**config.mk**
```make
export PLATFORM = sky130hd
export DESIGN_NAME = adc_trigger_compare_control
export DESIGN_NICKNAME = d
export VERILOG_FILES = /design/src/logic/adc_trigger_compare_control.v
export VERILOG_INCLUDE_DIRS = /design/src /design/src/logic
export SDC_FILE = /design/constraint.sdc
export NUM_CORES = 1
export LEC_CHECK = 0
export BUFFER_PORTS_ARGS = -buffer_cell sky130_fd_sc_hd__buf_2
export CAP_MARGIN = 20
export CORE_UTILIZATION = 25
export CTS_CLUSTER_DIAMETER = 40
export DETAILED_ROUTE_END_ITERATION = 16
export PLACE_DENSITY = 0.47
export SETUP_SLACK_MARGIN = 0.3
export SYNTH_ARGS = -nofsm -noshare
export SYNTH_HDL_FRONTEND = slang
export SYNTH_SLANG_ARGS = --single-unit
```
**constraint.sdc**
```tcl
create_clock -name clk_in -period 6.8 [get_ports clk_in]
set_input_delay 1.36 -clock clk_in [delete_from_list [all_inputs] [get_ports clk_in]]
set_output_delay 1.36 -clock clk_in [all_outputs]
set_load 0.1 [all_outputs]
```
**src/logic/adc_ctrl_consts.vh**
```
`ifndef ADC_CTRL_CONSTS_VH
`define ADC_CTRL_CONSTS_VH

// ----------------------------------------------------------------
// Register indexes (byte address is four times the index)
// ----------------------------------------------------------------
`define IDX_CTRL_ONE     8'h10
`define IDX_CTRL_TWO     8'h11
`define IDX_CMP_VALUE    8'h12
`define IDX_RESULT       8'h13
`define IDX_HIT_STATUS   8'h14

// ----------------------------------------------------------------
// Field positions
// ----------------------------------------------------------------
`define BIT_ACTIVE       7
`define BIT_TRIG_SEL     6
`define BIT_CMP_EN       5
`define BIT_CMP_GT       4
`define BIT_EMPTY        3
`define BIT_FULL         2
`define CHAN_OFF         5'h1F

// ----------------------------------------------------------------
// Reset values
// ----------------------------------------------------------------
`define CTRL_TWO_RESET   8'h08
`define CTRL_ONE_RESET   5'h1F
`define CMP_RESET        12'h000

// ----------------------------------------------------------------
// Timing
// ----------------------------------------------------------------
`define CLK_MHZ          40
`define CONV_TIME_NS     1000
// Cycles of CONV_TIME_NS at CLK_MHZ, sized to 8 bits to match the conversion counter
`define CONV_CYCLES      8'd40

`endif

```
**src/logic/adc_trigger_compare_control.v**
```verilog
// The APB register port was decided locally.
`timescale 1ns/1ps
`default_nettype none
`include "adc_ctrl_consts.vh"

module adc_trigger_compare_control (
    input  wire        clk_in,
    input  wire        rst_n_in,
    input  wire        psel_in,
    input  wire        penable_in,
    input  wire        pwrite_in,
    input  wire [31:0] paddr_in,
    input  wire [31:0] pwdata_in,
    output reg  [31:0] prdata_out,
    output reg         pready_out,
    output reg         pslverr_out,
    input  wire        hw_trigger_in,
    input  wire [11:0] sample_data_in,
    output reg         conv_active_out,
    output reg  [4:0]  channel_out,
    output reg         compare_hit_out
);

    localparam [1:0]  FIFO_DEPTH = 2'd3;
    localparam [2:0]  FIFO_COUNT_FULL = 3'd4;
    localparam [7:0]  CONV_LAST = `CONV_CYCLES - 8'd1;
    localparam        ST_IDLE = 1'b0;
    localparam        ST_CONV = 1'b1;

    // ------------------------------------------------------------
    // Address decoding
    // ------------------------------------------------------------
    function [2:0] reg_sel;
        input [31:0] addr;
        begin
            if (addr[1:0] != 2'b00 || addr[31:10] != 22'h0)
                reg_sel = 3'd0;
            else if (addr[9:2] == `IDX_CTRL_ONE)
                reg_sel = 3'd1;
            else if (addr[9:2] == `IDX_CTRL_TWO)
                reg_sel = 3'd2;
            else if (addr[9:2] == `IDX_CMP_VALUE)
                reg_sel = 3'd3;
            else if (addr[9:2] == `IDX_RESULT)
                reg_sel = 3'd4;
            else if (addr[9:2] == `IDX_HIT_STATUS)
                reg_sel = 3'd5;
            else
                reg_sel = 3'd0;
        end
    endfunction

    reg        state_ff;
    reg [7:0]  cnt_ff;
    reg [4:0]  chan_ff;
    reg        trig_sel_ff;
    reg        cmp_en_ff;
    reg        cmp_gt_ff;
    reg [11:0] cmp_val_ff;
    reg        hit_ff;
    reg        trig_prev_ff;
    reg [11:0] fifo_ff [0:3];
    reg [1:0]  wr_ptr_ff;
    reg [1:0]  rd_ptr_ff;
    reg [2:0]  count_ff;
    reg        rd_had_data_ff;

    wire [2:0] sel      = reg_sel(paddr_in);
    wire       done     = psel_in & penable_in & pready_out;
    wire       wr_done  = done & pwrite_in;
    wire       rd_pop   = done & ~pwrite_in & (sel == 3'd4) & rd_had_data_ff;
    wire       wr_one   = wr_done & (sel == 3'd1);
    wire       fifo_empty = (count_ff == 3'd0);
    wire       fifo_full  = (count_ff == FIFO_COUNT_FULL);
    wire       conv_end   = (state_ff == ST_CONV) & (cnt_ff == CONV_LAST);
    wire       abort_req  = wr_one & (pwdata_in[4:0] == `CHAN_OFF);
    wire       trig_edge  = hw_trigger_in & ~trig_prev_ff;

    // ------------------------------------------------------------
    // Trigger and compare evaluation
    // ------------------------------------------------------------
    reg        start_req;
    reg        cmp_true;
    reg        push;
    always @* begin
        start_req = 1'b0;
        if (wr_one && !trig_sel_ff && !abort_req)
            start_req = 1'b1;
        else if (trig_sel_ff && trig_edge && state_ff == ST_IDLE && chan_ff != `CHAN_OFF)
            start_req = 1'b1;
        if (cmp_gt_ff)
            cmp_true = (sample_data_in >= cmp_val_ff);
        else
            cmp_true = (sample_data_in < cmp_val_ff);
        // Disabled compare passes every result
        push = conv_end & (~cmp_en_ff | cmp_true);
    end

    // ------------------------------------------------------------
    // Conversion sequencer
    // ------------------------------------------------------------
    // A software start restarts a conversion in flight; hardware triggers are ignored while converting
    always @(posedge clk_in) begin
        if (!rst_n_in) begin
            state_ff     <= ST_IDLE;
            cnt_ff       <= 8'h00;
            trig_prev_ff <= 1'b0;
        end else begin
            trig_prev_ff <= hw_trigger_in;
            case (state_ff)
                ST_IDLE: begin
                    if (start_req) begin
                        state_ff <= ST_CONV;
                        cnt_ff   <= 8'h00;
                    end
                end
                default: begin
                    if (abort_req || conv_end) begin
                        state_ff <= ST_IDLE;
                    end else if (start_req) begin
                        cnt_ff <= 8'h00;
                    end else begin
                        cnt_ff <= cnt_ff + 8'h01;
                    end
                end
            endcase
        end
    end

    // ------------------------------------------------------------
    // Result FIFO
    // ------------------------------------------------------------
    // Results arriving while full are dropped: the oldest unread stay
    always @(posedge clk_in) begin
        if (!rst_n_in) begin
            wr_ptr_ff <= 2'd0;
            rd_ptr_ff <= 2'd0;
            count_ff  <= 3'd0;
        end else begin
            if (push && !fifo_full) begin
                fifo_ff[wr_ptr_ff] <= sample_data_in;
                wr_ptr_ff <= (wr_ptr_ff == FIFO_DEPTH) ? 2'd0 : wr_ptr_ff + 2'd1;
            end
            if (rd_pop)
                rd_ptr_ff <= (rd_ptr_ff == FIFO_DEPTH) ? 2'd0 : rd_ptr_ff + 2'd1;
            if ((push && !fifo_full) && !rd_pop)
                count_ff <= count_ff + 3'd1;
            else if (rd_pop && !(push && !fifo_full))
                count_ff <= count_ff - 3'd1;
        end
    end

    // ------------------------------------------------------------
    // Register writes
    // ------------------------------------------------------------
    always @(posedge clk_in) begin
        if (!rst_n_in) begin
            chan_ff     <= `CTRL_ONE_RESET;
            trig_sel_ff <= 1'b0;
            cmp_en_ff   <= 1'b0;
            cmp_gt_ff   <= 1'b0;
            cmp_val_ff  <= `CMP_RESET;
            hit_ff      <= 1'b0;
        end else begin
            if (wr_one)
                chan_ff <= pwdata_in[4:0];
            if (wr_done && sel == 3'd2) begin
                trig_sel_ff <= pwdata_in[`BIT_TRIG_SEL];
                cmp_en_ff   <= pwdata_in[`BIT_CMP_EN];
                cmp_gt_ff   <= pwdata_in[`BIT_CMP_GT];
            end
            if (wr_done && sel == 3'd3)
                cmp_val_ff <= pwdata_in[11:0];
            // Set wins over a write-one clear in the same cycle
            if (conv_end && cmp_en_ff && cmp_true)
                hit_ff <= 1'b1;
            else if (wr_done && sel == 3'd5 && pwdata_in[0])
                hit_ff <= 1'b0;
        end
    end

    // ------------------------------------------------------------
    // APB answer: one wait state so read data comes from a flop
    // ------------------------------------------------------------
    always @(posedge clk_in) begin
        if (!rst_n_in) begin
            prdata_out     <= 32'h0000_0000;
            pready_out     <= 1'b0;
            pslverr_out    <= 1'b0;
            rd_had_data_ff <= 1'b0;
        end else if (psel_in && penable_in && !pready_out) begin
            pready_out     <= 1'b1;
            pslverr_out    <= (sel == 3'd0);
            rd_had_data_ff <= ~fifo_empty;
            prdata_out     <= 32'h0000_0000;
            if (!pwrite_in) begin
                if (sel == 3'd1)
                    prdata_out <= {27'h0, chan_ff};
                else if (sel == 3'd2)
                    prdata_out <= {24'h0, (state_ff == ST_CONV), trig_sel_ff, cmp_en_ff,
                                   cmp_gt_ff, fifo_empty, fifo_full, 2'b00};
                else if (sel == 3'd3)
                    prdata_out <= {20'h0, cmp_val_ff};
                else if (sel == 3'd4)
                    prdata_out <= fifo_empty ? 32'h0000_0000 : {20'h0, fifo_ff[rd_ptr_ff]};
                else if (sel == 3'd5)
                    prdata_out <= {31'h0, hit_ff};
            end
        end else begin
            pready_out  <= 1'b0;
            pslverr_out <= 1'b0;
        end
    end

    // ------------------------------------------------------------
    // Registered status outputs
    // ------------------------------------------------------------
    always @(posedge clk_in) begin
        if (!rst_n_in) begin
            conv_active_out <= 1'b0;
            channel_out     <= `CTRL_ONE_RESET;
            compare_hit_out <= 1'b0;
        end else begin
            conv_active_out <= (state_ff == ST_CONV);
            channel_out     <= chan_ff;
            compare_hit_out <= hit_ff;
        end
    end

endmodule

`default_nettype wire

```
Yosys cells after proc, flatten, opt, wreduce, memory -nomap -nowiden
Memory sizes are Yosys's and may differ from the RTL's. A register that Yosys moved wholly into a read port is not among the register bits.
Index checks and enable logic that the tools add are counted.
{ "word_totals": {"reg_bits": 80, "latch_bits": 0, "mem_bits_rw": 48, "romBits": 0, "in_bits": 82, "out_inout_bits": 41, "word_cells": 129, "mem_count": 1} }
{ "memory_table": {"columns": ["name", "words", "word_bits", "read_ports", "rd_clocked_by_memory_dff", "wr", "line_no", "text"], "rows": [
  ["fifo_ff", 4, 12, 1, 1, 1, "adc_trigger_compare_control.v:62", "reg [11:0] fifo_ff [0:3];"]
]} }
{ "classes": {"n_addsub": 5, "multipliers": 0, "n_div": 0, "order_cmp": 2, "eq_ne": 17, "shift": 0, "n_mux": 35, "bitwise_logic": 17, "reduce_logical": 33} }
{ "ops": {"columns": ["operator", "count"], "rows": [
  ["2-to-1 mux 12 bit", 6],
  ["== test 8 x 5 -> 1 bit, second input constant", 5],
  ["2-to-1 mux 8 bit", 4],
  ["2-to-1 mux 3 bit", 8],
  ["nonzero test 22 bit", 1],
  ["logical AND 1 bit", 16],
  ["2-to-1 mux 1 bit", 13],
  [">= comparator 12 bit", 1],
  ["< comparator 12 bit", 1],
  ["bitwise AND 1 bit", 11],
  ["== test 3 bit, second input constant", 3],
  ["adder 8 x 1 -> 8 bit, second input constant", 1],
  ["== test 8 x 6 -> 1 bit, second input constant", 1],
  ["2-to-1 mux 2 bit", 4],
  ["nonzero test 2 bit", 4],
  ["== test 3 x 2 -> 1 bit, second input constant", 2],
  ["logical NOT 1 bit", 6],
  ["logical NOT 3 bit", 2],
  ["== test 5 bit, second input constant", 1],
  ["!= test 5 bit, second input constant", 1],
  ["inverter 1 bit", 5],
  ["adder 2 x 1 -> 2 bit, second input constant", 2],
  ["== test 2 bit, second input constant", 2],
  ["AND reduction 2 bit", 2],
  ["6 further kinds", 7]
]} }

Depth between registers and ports, before layout
{ "logic_depth": {"depth_word": 16, "depth_mapped": 13, "mapped_depth_nobuf": 13} }

Worst setup path after synthesis
Ideal clock, no wire load.
{ "synth_timing": {"path_kind": "input to register", "startpoint": "input sample_data_in[10]", "endpoint": "register count_ff[2]", "setup_ns": 0.070, "arrival_time_ns": 3.928, "required_ns": 6.730, "setup_slack_ns": 2.801, "cell_stages": 12, "n_path_buf": 0, "cell_sequence": "ha_1 a21oi_1 nand2_1 a221oi_1 a21oi_1 nor2_1 ha_1 inv_1 fa_1 xor2_1 or3_1 a21oi_1"} }
{ "synth_via": {"elab_chain_len": 8, "elab_cells_between_ends": 11, "classes_between": "order compare (2); mux (2); bitwise (2); reduce/logical (5)"} }
{ "synth_lines": {"columns": ["item", "line_no", "text"], "rows": [
  ["start, declared", "adc_trigger_compare_control.v:18", "input wire [11:0] sample_data_in,"],
  ["< comparator 12 bit or >= comparator 12 bit (tied branches)", "adc_trigger_compare_control.v:94, adc_trigger_compare_control.v:92", null],
  ["2-to-1 mux 1 bit *", "adc_trigger_compare_control.v:91", "if (cmp_gt_ff)"],
  ["bitwise OR 1 bit *", "adc_trigger_compare_control.v:96", "push = conv_end & (~cmp_en_ff | cmp_true);"],
  ["bitwise AND 1 bit *", "adc_trigger_compare_control.v:96", null],
  ["logical AND 1 bit *", "adc_trigger_compare_control.v:146, adc_trigger_compare_control.v:148", null],
  ["logical NOT 1 bit", "adc_trigger_compare_control.v:148", "else if (rd_pop && !(push && !fifo_full))"],
  ["logical AND 1 bit", "adc_trigger_compare_control.v:148", null],
  ["nonzero test 2 bit (no line)", null, null],
  ["end signal, assigned", "adc_trigger_compare_control.v:147", "count_ff <= count_ff + 3'd1;"],
  ["end signal, assigned", "adc_trigger_compare_control.v:149", "count_ff <= count_ff - 3'd1;"],
  ["end, declared", "adc_trigger_compare_control.v:65", "reg [2:0] count_ff;"]
]} }
Every way passes the cells marked *; elsewhere a longest branch is shown, timed or not.
A chain may end at the register's enable or synchronous reset.

Final worst setup path
Same ends and word-level chain as after synthesis.

==> flow_summary.ini <==
[logic_synthesis]
yosys.area_share.xor_xnor_pct = 0.506
synthMuxAreaShare_pct = 7.71
yosysTopAreaCellShare_pct = 27.8
synthSimpleGateAreaFrac_pct = 17.7
synth-compound-area-share_pct = 11.1
synth_cell_types = 54
synth_edf_count = 48
synth_common_cells = 62 x dfxtp_1, 60 x nand2_1, 48 x edfxtp_1
yosysMostFrequentCell = dfxtp_1
syn_inst = 483
synth_top_area_cell = edfxtp_1
synth_top_family_by_area = simple AND/OR/NAND/NOR gates
synth_fa_ha_area_share_pct = 4.96
ys_ff_latch = 110
ys_warn_count = 0
ys_seq_area_share_pct = 51.7
yosys_most_used_dff = dfxtp_1
synth_area_sq_um = 5190
synthArstFlopShare_pct = 0
yosys-top-cells-area = edfxtp_1 28%, dfxtp_1 24%, mux4_2 5.2%
syn_area_per_cell_sq_um = 10.8

[sta]
finalCritPeriodShare_pct = 62.4
fmax_ghz = 0.236
max_slew_margin_pct = 37.3
worst_slew_pin_slew_ns = 0.938
final_hold_viol_count = 0
slew_viol_final = 0
fin_crit_ns = 4.25
rsz0062_at_grt = false
fin_setup_tns_ns = 0
setup_viol = 0
clock_skew_ns = 0.00946
whs_ns = 0.453

[worst_setup_path]
path_max_fanout = 6
crit_type = in -> reg
crit_cells = 13
critical_path_arrival_ns = 4.54
cp_top_family = compound AO/OA/AOI/OAI gates
cp_num_buf_inv = 2
crit_path_start_kind = input pin
required_ns = 7.10
max_stage_delay_ns = 0.59
critPathCaptureType = flip-flop
reg2reg_depth = 13
worstPathCellList = buf_2 -> ha_1 -> a21oi_1 -> nand2_1 -> a221oi_1 -> a21oi_1 -> nor2_1 -> ha_1 -> inv_1 -> fa_1 -> xor2_1 -> or3_1 -> a21oi_1
cp_slowest_cell = a221oi_1
crit_path_frequent_cell = a21oi_1

[global_route]
antenna_found_initial = 2
grt_max_degree = 33
grtUsageTotal_pct = 13.0
first_global_vias = 3763
grt_pass1_wl_um = 21000
globalRouteOverflowTotal = 0

[clock_tree]
cts_sinks = 110
cts_setup_buffers = 0
cts_resized = 0
clk_latency_ns = 0.36
cts_buffers = 9
clk_root_buffer_cell = clkbuf_16
clockBufferDepth = 2
cts_hold_buffers = 0
cts_tree = done
clk_pin_slew_worst_paths_ns = 0.08
cts_max_level = 3

[routing]
drt-initial-drc-count = 241
drt_pass1_iterations = 4
wl_per_cell_um = 15.9
dr_total_vias = 3793
drc = 0
viasPerCell = 4.56
wirelength_um = 13200
antenna_left = 0

[die]
fp-row-count = 52
die_height_um = 146
die_area_sq_um = 21300
start_util_pct = 25.6
core_sq_um = 20300
ios = 123
dieWidth_um = 146

[power_and_ir_drop]
p_seq_share_pct = 51.3
power_frac_comb_pct = 8.5
p_leak_nw = 2.18
p_sw_mw = 0.342
p_sw_share_pct = 25.5
power.share.clock_pct = 40.2
power.total_mw = 1.34
power_density_nw_per_um2 = 220
peakVddDrop_uv = 109
p_int_mw = 1.00

[hold_path]
hp-class = reg -> reg
min_path_cells = 2

[layout]
drive_gt1_share_pct = 22.1
nets = 658
syn_to_final_growth_pct = 17.6
antenna_cells = 0

[status]
status = complete, no violations

[job]
maxCapViolCount = 0

[place]
dp_hpwl_um = 9850
finalWeightedCongestion = 0.797
port_buffers = 82
-- power groups by stage --
stage	sequential, mW	combinational [mW]	clock, mW
after floorplan	0.708	0.0824	0
after global placement	0.704	0.111	0
after detailed placement	0.704	0.113	0
after CTS	0.689	0.113	0.554
after global routing	0.689	0.122	0.578
final	0.689	0.114	0.540
-- kinds of logic (layout without fill, tap and decap cells) --
group                      Yosys count  count (layout)
AOI/OAI and AO/OA                   96              96
other                                1              20
adders and majority gates           20              20
buffers and inverters               65             124
muxes                               25              25
xor gates and xnor gates             3               3
and+or+nand+nor                    163             163
DFF                                110             110
-- flip-flops by register name, indices dropped and copies added (netlist names), 3 cells and up, named ones only --
| signal | flops |
|---|---|
| channel_out | 5 |
| count_ff | 3 |
| fifo_ff | 48 |
| cmp_val_ff | 12 |
| prdata_out | 12 |
| chan_ff | 5 |
| cnt_ff | 8 |
-- layer usage --
layer	GRT usage, %	up-vias	part of all wire, %
met5	0	-	0
met4	4.53	0	1.4
met3	3.06	12	6.7
met2	21.3	126	46
met1	16.7	1793	46
li1	-	1862	-
-- layout make-up --
type | instances | area, sq um
clock buffer | 9 | 225
clock inverter | 7 | 72.6
fill | 2120 | 14200
inverter | 25 | 93.8
multi-input combinational | 327 | 2260
sequential | 110 | 2680
tap | 270 | 338
timing repair buffer | 83 | 438
-- final timing paths --
path	endpoint	from	slack, ns
worst max-delay path	count_ff[2]$_SDFFE_PN0P_	sample_data_in[10]	2.55
worst min-delay path	prdata_out[8]$_SDFFE_PN0P_	prdata_out[8]$_SDFFE_PN0P_	0.45
worst max register to register	count_ff[2]$_SDFFE_PN0P_	cmp_val_ff[10]$_SDFFE_PN0P_	3.28
worst min register to register	prdata_out[8]$_SDFFE_PN0P_	prdata_out[8]$_SDFFE_PN0P_	0.45
-- cells in the final DEF, fill, tap and decap left out, drive strengths merged, types with 13 or more instances in the layout --
| cell type | count |
|---|---|
| mux2i | 13 |
| dfxtp | 62 |
| nor2 | 24 |
| buf | 83 |
| o21ai | 31 |
| edfxtp | 48 |
| inv | 28 |
| nand3 | 16 |
| a21oi | 32 |
| ha | 19 |
| conb | 20 |
| nand2 | 60 |
-- per-stage QoR --
step,util (%),instances,worst slack [ns],instance area [sq um]
final,30.1,831,2.55,6110
after global routing,30.1,831,2.28,6110
after CTS,30.0,830,2.53,6080
after detailed placement,28.5,814,2.16,5780
after global placement,28.5,814,2.24,5780
after floorplan,-,502,2.80,5260
-- worst reg2reg max path, stage by stage, from the launching register on --
cell and delay, ns:
dfxtp_1 0.37, inv_1 0.06, ha_1 0.32, a21oi_1 0.16, nand2_1 0.07, a221oi_1 0.59
a21oi_1 0.19, nor2_1 0.37, ha_1 0.26, inv_1 0.06, fa_1 0.37, xor2_1 0.18
or3_1 0.32, a21oi_1 0.14
(Power assumes the default switching activity.)
